### src/core/scd_pkg.sv
// constants, types and register map of the serial chain transfer engine
package scd_pkg;

    // ======================================================================
    // bus and register map
    localparam int          ADDR_W       = 20;
    localparam logic [19:0] OFF_CTRL     = 20'hFFF00;
    localparam logic [19:0] OFF_START    = 20'hFFF04;
    localparam logic [19:0] OFF_STATUS   = 20'hFFF08;
    localparam logic [19:0] OFF_SDB      = 20'hFFF10;
    localparam logic [19:0] OFF_COUNT    = 20'hFFF20;
    localparam logic [19:0] OFF_RX_PTR   = 20'hFFF24;
    localparam logic [19:0] OFF_TX_PTR   = 20'hFFF28;
    localparam logic [19:0] OFF_IRQ_STAT = 20'hFFF30;
    localparam logic [19:0] OFF_IRQ_MASK = 20'hFFF34;
    localparam logic [19:0] OFF_RAM_BASE = 20'hFE900;
    localparam logic [19:0] OFF_RAM_LAST = 20'hFE97C;

    // ======================================================================
    // field positions
    localparam int BIT_START   = 0;
    localparam int BIT_STOP    = 1;
    localparam int BIT_EV      = 0;
    localparam int BIT_ERR     = 1;
    localparam int ST_RUN      = 0;
    localparam int ST_BUSY     = 1;
    localparam int ST_DMA      = 2;

    // ======================================================================
    // reset values of the descriptors and control
    localparam logic [4:0] RST_RX_PTR = 5'h00;
    localparam logic [4:0] RST_TX_PTR = 5'h11;
    localparam logic [4:0] RST_COUNT  = 5'h03;
    localparam logic [1:0] RST_IRQ    = 2'h0;
    localparam logic [7:0] RST_BYTE   = 8'h00;
    localparam int         MIN_BURST  = 2;
    localparam int         MAX_BURST  = 16;

    // ======================================================================
    // serial timing
    localparam int CLK_HZ        = 25000000;
    localparam int BIT_RATE_BPS  = 9600;
    localparam int HALF_CYCLES   = CLK_HZ / (2 * BIT_RATE_BPS);
    localparam int CHAR_BITS     = 8;

    // ======================================================================
    // types
    typedef struct packed {
        logic trig_en;
        logic idle_data;
        logic idle_clk;
        logic out_en;
    } scd_ctrl_type;

    localparam scd_ctrl_type RST_CTRL = 4'h0;

    typedef enum logic [1:0] {
        ST_IDLE  = 2'h0,
        ST_RX_WR = 2'h1,
        ST_TX_RD = 2'h3,
        ST_TX_LD = 2'h2
    } scd_dma_type;

endpackage

### src/core/scd_top.sv
// serial master channel with a chained two-descriptor transfer engine
`timescale 1ns/100ps
`default_nettype none

module scd_top
#(
    parameter int HALF_CYCLES = scd_pkg::HALF_CYCLES,
    parameter int MAX_BURST   = scd_pkg::MAX_BURST
)
(
    input  wire logic        i_clk,
    input  wire logic        i_rst,
    input  wire logic        i_ce,
    input  wire logic [19:0] i_address,
    input  wire logic        i_read,
    input  wire logic        i_write,
    input  wire logic [31:0] i_writedata,
    input  wire logic [3:0]  i_byteenable,
    output logic      [31:0] o_readdata,
    output logic             o_waitrequest,
    output logic             o_shift_clock_out,
    output logic             o_serial_data_out,
    input  wire logic        i_serial_data_in,
    output logic             o_irq
);

    // ======================================================================
    // state
    scd_pkg::scd_ctrl_type ctrl_r;
    scd_pkg::scd_dma_type  dma_r;
    logic        run_r;
    logic [7:0]  sdb_r;
    logic [4:0]  count_r;
    logic [4:0]  rx_ptr_r;
    logic [4:0]  tx_ptr_r;
    logic [1:0]  irq_stat_r;
    logic [1:0]  irq_mask_r;
    logic        ack_r;
    logic        ram_sel_r;
    logic [31:0] rd_r;
    logic        si_s1_r;
    logic        si_s2_r;
    logic        busy_r;
    logic        sck_r;
    logic        so_r;
    logic [2:0]  bit_r;
    logic [10:0] tmr_r;
    logic        end_evt_r;
    logic [7:0]  ram_rdata;

    // ======================================================================
    // bus decode
    wire         req        = i_read | i_write;
    wire         dma_idle   = (dma_r == scd_pkg::ST_IDLE);
    wire         grant      = req & ~ack_r & dma_idle & ~end_evt_r;
    wire         wr_go      = i_write & ack_r & i_byteenable[0];
    wire [7:0]   wbyte      = i_writedata[7:0];
    wire         hit_ctrl   = (i_address == scd_pkg::OFF_CTRL);
    wire         hit_start  = (i_address == scd_pkg::OFF_START);
    wire         hit_status = (i_address == scd_pkg::OFF_STATUS);
    wire         hit_sdb    = (i_address == scd_pkg::OFF_SDB);
    wire         hit_count  = (i_address == scd_pkg::OFF_COUNT);
    wire         hit_rxp    = (i_address == scd_pkg::OFF_RX_PTR);
    wire         hit_txp    = (i_address == scd_pkg::OFF_TX_PTR);
    wire         hit_ist    = (i_address == scd_pkg::OFF_IRQ_STAT);
    wire         hit_imk    = (i_address == scd_pkg::OFF_IRQ_MASK);
    wire         hit_ram    = (i_address >= scd_pkg::OFF_RAM_BASE)
                              && (i_address <= scd_pkg::OFF_RAM_LAST)
                              && (i_address[1:0] == 2'h0);
    wire [19:0]  ram_off    = i_address - scd_pkg::OFF_RAM_BASE;
    wire [4:0]   bus_ram_a  = ram_off[6:2];

    // unmapped reads return zero, unmapped writes are dropped
    wire [31:0]  rd_mux =
        hit_ctrl   ? {28'h0000000, ctrl_r} :
        hit_status ? {29'h00000000, ~dma_idle, busy_r, run_r} :
        hit_sdb    ? {24'h000000, sdb_r} :
        hit_count  ? {27'h0000000, count_r} :
        hit_rxp    ? {27'h0000000, rx_ptr_r} :
        hit_txp    ? {27'h0000000, tx_ptr_r} :
        hit_ist    ? {30'h00000000, irq_stat_r} :
        hit_imk    ? {30'h00000000, irq_mask_r} :
                     32'h00000000;

    assign o_waitrequest = req & ~ack_r;
    assign o_readdata    = ram_sel_r ? {24'h000000, ram_rdata} : rd_r;

    // ======================================================================
    // engine decisions
    // a burst size outside 2..16 means a count outside 1..15
    wire         cnt_ok     = (count_r >= 5'(scd_pkg::MIN_BURST - 1))
                              && (count_r <= 5'(MAX_BURST - 1));
    wire         en_wr      = wr_go & hit_ctrl & wbyte[3];
    wire         size_err   = en_wr & ~cnt_ok;
    // an enabled engine with transfers left takes the event itself
    wire         consume    = end_evt_r & ctrl_r.trig_en
                              & (count_r != 5'h00);
    wire         last_xfer  = (dma_r == scd_pkg::ST_TX_LD)
                              & (count_r == 5'h01);
    // untaken events and the exhausted count reach the processor
    wire         ev_set     = (end_evt_r & ~consume) | last_xfer;
    wire [1:0]   irq_set    = {size_err, ev_set};
    wire [1:0]   irq_clr    = (wr_go & hit_ist) ? wbyte[1:0] : 2'h0;
    wire         tx_load    = (dma_r == scd_pkg::ST_TX_LD);
    wire         sw_load    = wr_go & hit_sdb & run_r & ~busy_r;
    wire         shift_go   = tx_load | sw_load;

    // ======================================================================
    // memory port: the engine owns it while running
    wire         ram_we     = (dma_r == scd_pkg::ST_RX_WR)
                              | (dma_idle & wr_go & hit_ram);
    wire [4:0]   ram_a      = (dma_r == scd_pkg::ST_RX_WR) ? rx_ptr_r :
                              (dma_r == scd_pkg::ST_TX_RD) ? tx_ptr_r :
                              bus_ram_a;
    wire [7:0]   ram_wd     = (dma_r == scd_pkg::ST_RX_WR) ? sdb_r : wbyte;

    scd_ram #(
        .AW      (5)
    ) u_ram (
        .i_clk   (i_clk),
        .i_ce    (i_ce),
        .i_we    (ram_we),
        .i_addr  (ram_a),
        .i_wdata (ram_wd),
        .o_rdata (ram_rdata)
    );

    // ======================================================================
    // bus answer
    always_ff @(posedge i_clk)
    begin
        if (i_rst)
        begin
            ack_r     <= 1'b0;
            ram_sel_r <= 1'b0;
            rd_r      <= 32'h00000000;
        end
        else if (i_ce)
        begin
            ack_r <= grant;
            if (grant)
            begin
                ram_sel_r <= hit_ram;
                rd_r      <= rd_mux;
            end
        end
    end

    // ======================================================================
    // control registers
    always_ff @(posedge i_clk)
    begin
        if (i_rst)
        begin
            ctrl_r     <= scd_pkg::RST_CTRL;
            run_r      <= 1'b0;
            irq_mask_r <= scd_pkg::RST_IRQ;
        end
        else if (i_ce)
        begin
            if (wr_go & hit_ctrl)
            begin
                ctrl_r <= scd_pkg::scd_ctrl_type'(wbyte[3:0]);
                // a rejected size leaves the engine disarmed
                ctrl_r.trig_en <= wbyte[3] & cnt_ok;
            end
            else if (last_xfer)
            begin
                ctrl_r.trig_en <= 1'b0;
            end
            if (wr_go & hit_start & wbyte[scd_pkg::BIT_START])
            begin
                run_r <= 1'b1;
            end
            else if (wr_go & hit_start & wbyte[scd_pkg::BIT_STOP])
            begin
                run_r <= 1'b0;
            end
            if (wr_go & hit_imk)
            begin
                irq_mask_r <= wbyte[1:0];
            end
        end
    end

    // ======================================================================
    // interrupt status: a set in the clearing cycle wins
    always_ff @(posedge i_clk)
    begin
        if (i_rst)
        begin
            irq_stat_r <= scd_pkg::RST_IRQ;
        end
        else if (i_ce)
        begin
            irq_stat_r <= (irq_stat_r & ~irq_clr) | irq_set;
        end
    end

    assign o_irq = |(irq_stat_r & irq_mask_r);

    // ======================================================================
    // chained descriptors
    always_ff @(posedge i_clk)
    begin
        if (i_rst)
        begin
            dma_r    <= scd_pkg::ST_IDLE;
            count_r  <= scd_pkg::RST_COUNT;
            rx_ptr_r <= scd_pkg::RST_RX_PTR;
            tx_ptr_r <= scd_pkg::RST_TX_PTR;
        end
        else if (i_ce)
        begin
            case (dma_r)
                scd_pkg::ST_IDLE:
                begin
                    if (consume)
                    begin
                        dma_r <= scd_pkg::ST_RX_WR;
                    end
                    else
                    begin
                        if (wr_go & hit_count)
                        begin
                            count_r <= wbyte[4:0];
                        end
                        if (wr_go & hit_rxp)
                        begin
                            rx_ptr_r <= wbyte[4:0];
                        end
                        if (wr_go & hit_txp)
                        begin
                            tx_ptr_r <= wbyte[4:0];
                        end
                    end
                end
                scd_pkg::ST_RX_WR:
                begin
                    // fixed source, incrementing destination
                    rx_ptr_r <= rx_ptr_r + 5'h01;
                    dma_r    <= scd_pkg::ST_TX_RD;
                end
                scd_pkg::ST_TX_RD:
                begin
                    dma_r <= scd_pkg::ST_TX_LD;
                end
                scd_pkg::ST_TX_LD:
                begin
                    tx_ptr_r <= tx_ptr_r + 5'h01;
                    count_r  <= count_r - 5'h01;
                    // one byte moved, no further descriptor
                    dma_r    <= scd_pkg::ST_IDLE;
                end
                default:
                begin
                    dma_r <= scd_pkg::ST_IDLE;
                end
            endcase
        end
    end

    // ======================================================================
    // serial input synchroniser
    always_ff @(posedge i_clk)
    begin
        if (i_rst)
        begin
            si_s1_r <= 1'b0;
            si_s2_r <= 1'b0;
        end
        else if (i_ce)
        begin
            si_s1_r <= i_serial_data_in;
            si_s2_r <= si_s1_r;
        end
    end

    // ======================================================================
    // shifter: clock low half drives a bit, rising edge samples
    wire         tmr_done = (tmr_r == 11'(HALF_CYCLES - 1));
    wire [7:0]   load_byte = tx_load ? ram_rdata : wbyte;

    always_ff @(posedge i_clk)
    begin
        if (i_rst)
        begin
            busy_r    <= 1'b0;
            sck_r     <= 1'b1;
            so_r      <= 1'b0;
            bit_r     <= 3'h0;
            tmr_r     <= 11'h000;
            sdb_r     <= scd_pkg::RST_BYTE;
            end_evt_r <= 1'b0;
        end
        else if (i_ce)
        begin
            end_evt_r <= 1'b0;
            if (!busy_r)
            begin
                sck_r <= ctrl_r.idle_clk;
                if (shift_go)
                begin
                    busy_r <= 1'b1;
                    sdb_r  <= load_byte;
                    sck_r  <= 1'b0;
                    so_r   <= load_byte[7];
                    bit_r  <= 3'h0;
                    tmr_r  <= 11'h000;
                end
                else if (wr_go & hit_sdb)
                begin
                    sdb_r <= wbyte;
                end
                else if (!run_r)
                begin
                    so_r <= ctrl_r.idle_data;
                end
            end
            else if (!tmr_done)
            begin
                tmr_r <= tmr_r + 11'h001;
            end
            else
            begin
                tmr_r <= 11'h000;
                if (!sck_r)
                begin
                    // rising edge: take the input bit, msb first
                    sck_r <= 1'b1;
                    sdb_r <= {sdb_r[6:0], si_s2_r};
                end
                else if (bit_r == 3'(scd_pkg::CHAR_BITS - 1))
                begin
                    busy_r    <= 1'b0;
                    sck_r     <= ctrl_r.idle_clk;
                    end_evt_r <= 1'b1;
                end
                else
                begin
                    sck_r <= 1'b0;
                    so_r  <= sdb_r[7];
                    bit_r <= bit_r + 3'h1;
                end
            end
        end
    end

    // outputs rest at the idle levels while output is disabled
    assign o_shift_clock_out = ctrl_r.out_en ? sck_r : ctrl_r.idle_clk;
    assign o_serial_data_out = ctrl_r.out_en ? so_r : ctrl_r.idle_data;

endmodule
`default_nettype wire

### src/core/scd_ram.sv
// small byte memory holding the receive and transmit areas
`timescale 1ns/100ps
`default_nettype none
module scd_ram
#(
    parameter int AW = 5
)
(
    input  wire logic          i_clk,
    input  wire logic          i_ce,
    input  wire logic          i_we,
    input  wire logic [AW-1:0] i_addr,
    input  wire logic [7:0]    i_wdata,
    output logic      [7:0]    o_rdata
);

    logic [7:0] mem [0:(1<<AW)-1];

    always_ff @(posedge i_clk)
    begin
        if (i_ce)
        begin
            if (i_we)
            begin
                mem[i_addr] <= i_wdata;
            end
            o_rdata <= mem[i_addr];
        end
    end

endmodule
`default_nettype wire

### config.mk
export PLATFORM = sky130hd
export DESIGN_NAME = scd_top
export DESIGN_NICKNAME = d
export VERILOG_FILES = /design/src/core/scd_pkg.sv /design/src/core/scd_top.sv /design/src/core/scd_ram.sv
export SDC_FILE = /design/constraint.sdc
export NUM_CORES = 1
export LEC_CHECK = 0
export BUFFER_PORTS_ARGS = -buffer_cell sky130_fd_sc_hd__buf_2
export CAP_MARGIN = 20
export CORE_MARGIN = 3
export CORE_UTILIZATION = 60
export DETAILED_ROUTE_END_ITERATION = 10
export PLACE_DENSITY = 0.88
export SKIP_CTS_REPAIR_TIMING = 1
export SLEW_MARGIN = 10
export SYNTH_ARGS = -nofsm -noshare
export SYNTH_HDL_FRONTEND = slang
export SYNTH_HIERARCHICAL = 1
export SYNTH_SLANG_ARGS = --single-unit
export TNS_END_PERCENT = 100
### constraint.sdc
create_clock -name i_clk -period 7.7 [get_ports i_clk]
set_clock_uncertainty 0.2 [all_clocks]
set_input_delay 1.925 -clock i_clk [delete_from_list [all_inputs] [get_ports i_clk]]
set_output_delay 1.925 -clock i_clk [all_outputs]
set_load 0.005 [all_outputs]
==> flow_summary.toml <==
[outcome]
outcome = "finished clean"

[worst_setup_path]
rr_worst_depth = 5
worstPathRequired_ps = 5580
end_kind = "output port"
reg2reg_slack_ps = 3820
path_max_fanout = 4
reg2reg_to = "u_ram/mem[23][0]"
critPathKind = "input port to output port"
worst-endpoint-arrival_ps = 2540
regToRegStartpoint = "dma_r[0]"
start_kind = "input port"

[grt]
track_usage_pct = 25.4
grt.overflow.total = 0
grt_pass1_vias = 9480
antenna_found_initial = 0
grt_pass1_wl_mm = 52.2
grt_start_max_net_pins = 60

[floorplan]
io_pins = 98
core_mm2 = 0.0238
die_area_mm2 = 0.0264
initial_core_util_pct = 61.7
die_w_um = 162
die_h_um = 162
rows = 56

[timing]
fin_hold_ws_ps = 253
finalCriticalPeriod_ps = 4660
worstMarginPinSlew_ps = 1110
max_slew_margin_pct = 25.7
rsz0062_at_grt = "false"
hold_violations = 0
final.period_utilization_pct = 60.5
setup_viol = 0
finalSetupTns_ps = 0
max_freq_mhz = 215
final_max_slew_viol_count = 0

[place]
place_congestion = 0.897
port_buffers = 46
dp_hpwl_mm = 21.3

[route]
vias = 9934
wl_mm = 33.7
drtIter0Drc = 1342
route.antenna.remaining_nets = 0
drtPass1Iterations = 5
remaining_drc_errors = 0
wl_per_cell_um = 22.2
vias_per_cell = 6.53

[synthesis]
synthAdderAreaFrac_pct = 0.768
synth_compound_area_share_pct = 8.26
synthDistinctLibCells = 68
synth.area.mux_share_pct = 12.4
synth_enable_flop_cells = 264
synth_ff_type = "edfxtp_1"
synth_xor_area_share_pct = 0.597
ys_warn_count = 6
avgSynthCellArea_um2 = 12.8
yosysSeqAreaShare_pct = 62.8
synth_top_family_by_area = "multiplexers"
synth-simple-area-share_pct = 11.6
synthesis.area_mm2 = 0.0147
syn_inst = 1147
synth-seq-cells = 328
async_flop_share_pct = 0

[power_and_ir_drop]
leakage_uw = 0.00573
peakVddDrop_mv = 0.176
total_power_uw = 3810
power.density_mw_per_mm2 = 235

[layout]
post-route-util_pct = 68.3
multi_input_area_mm2 = 0.00505
diodes = 0
drive_gt1_share_pct = 12.6
seq_area_mm2 = 0.00921
area_delta_synth_final_pct = 10.6
fill_cells = 1531
layout_common_cells = "edfxtp_1, mux2i_1, nor2_1"
final_common_cell = "edfxtp_1"
final_nets = 1248

[worst_hold_path]
hp-class = "flop to flop"
hold_start = "rd_r[6]"
min_path_cells = 2
holdPathEnd = "rd_r[6]"

[cts]
cts-root-buf = "clkbuf_16"
clock_sinks = 328
cts_tree = "built"
htreeDepth = 2
clkTransAtPathRegs_ps = 60
clk_path_buf_depth = 3
clk_latency_ps = 520
cts_buffers = 34

[flow_run]
maxCapViolCount = 0
## sequential cells by signal, indices dropped and copies added, names as in the netlist
name           flops
sck_r              1
si_s1_r            1
tx_ptr_r           5
end_evt_r          1
sdb_r              8
u_ram/mem        256
run_r              1
ram_sel_r          1
si_s2_r            1
so_r               1
bit_r              3
rd_r               8
irq_mask_r         2
irq_stat_r         2
tmr_r             11
ack_r              1
u_ram/o_rdata      8
rx_ptr_r           5
busy_r             1
ctrl_r             4
dma_r              2
count_r            5
## metal layers
layer / up-vias / part of all wire (%) / global-route usage (%)
met3: 95 / 9.5 / 4.17
met2: 621 / 47 / 41.2
met5: - / 0 / 0
li1: 4410 / - / -
met4: 0 / 3.7 / 9.34
met1: 4808 / 39 / 35.0
## logic make-up after synthesis
logic type | after synthesis
AOI/OAI and AO/OA | 194
xor gates and xnor gates | 10
adders and majority gates | 9
buffers and inverters | 103
DFF | 328
muxes | 180
other | 1
and+or+nand+nor | 322
## worst max-delay path, cell delays in order
cell and delay [ps]:
buf_2 110, nor2_1 40, or2_2 300, inv_1 60
buf_2 100
## worst max-delay path by stage
stage                     cells past startpoint               end  slack (ps)         start
after global routing                         10  u_ram/mem[25][3]        3000  i_address[0]
after global placement                        9  u_ram/mem[24][0]        2580  i_address[0]
after detailed placement                      9  u_ram/mem[24][0]        2440  i_address[0]
after floorplan                               8  u_ram/mem[27][0]        3280  i_address[3]
final                                         5     o_waitrequest        3040       i_write
after CTS                                     9  u_ram/mem[24][7]        2900  i_address[0]
## final cells by class
cell class	instances	area share, %
flip-flops and latches	328	56.8
multi-input cells	739	31.1
clock buffers	42	5.75
well taps	319	2.46
repair buffers	61	2.08
clock inverters	20	1.51
inverters	13	0.301
## synth_stat cells, drive strengths merged (12+ instances only)
library cell	count	area (µm²)
buf	57	347
nand2b	12	75.1
mux2i	162	1620
nor2	105	394
o21ai	26	130
dfxtp	64	1280
nor3	16	80.1
clkbuf	33	124
nand2	59	221
nand4	15	93.8
nor4	28	181
a21oi	53	265
o22ai	68	425
mux2	18	203
nand3	17	85.1
edfxtp	264	7930
inv	13	48.8
## power breakdown
part	switching [µW]	internal, µW
registers	6.86	1920
logic	123	58.9
clock network	666	1030
total	796	3010
## stage by stage
stage	cell area (µm²)	cells	setup WS (ps)
6_report	16200	1522	3040
5_1_grt	16200	1522	3000
4_1_cts	16200	1520	2900
3_5_place_dp	15000	1458	2440
3_3_place_gp	15000	1458	2580
2_1_floorplan	14800	1170	3280
Power figures use the tool's default switching activity.
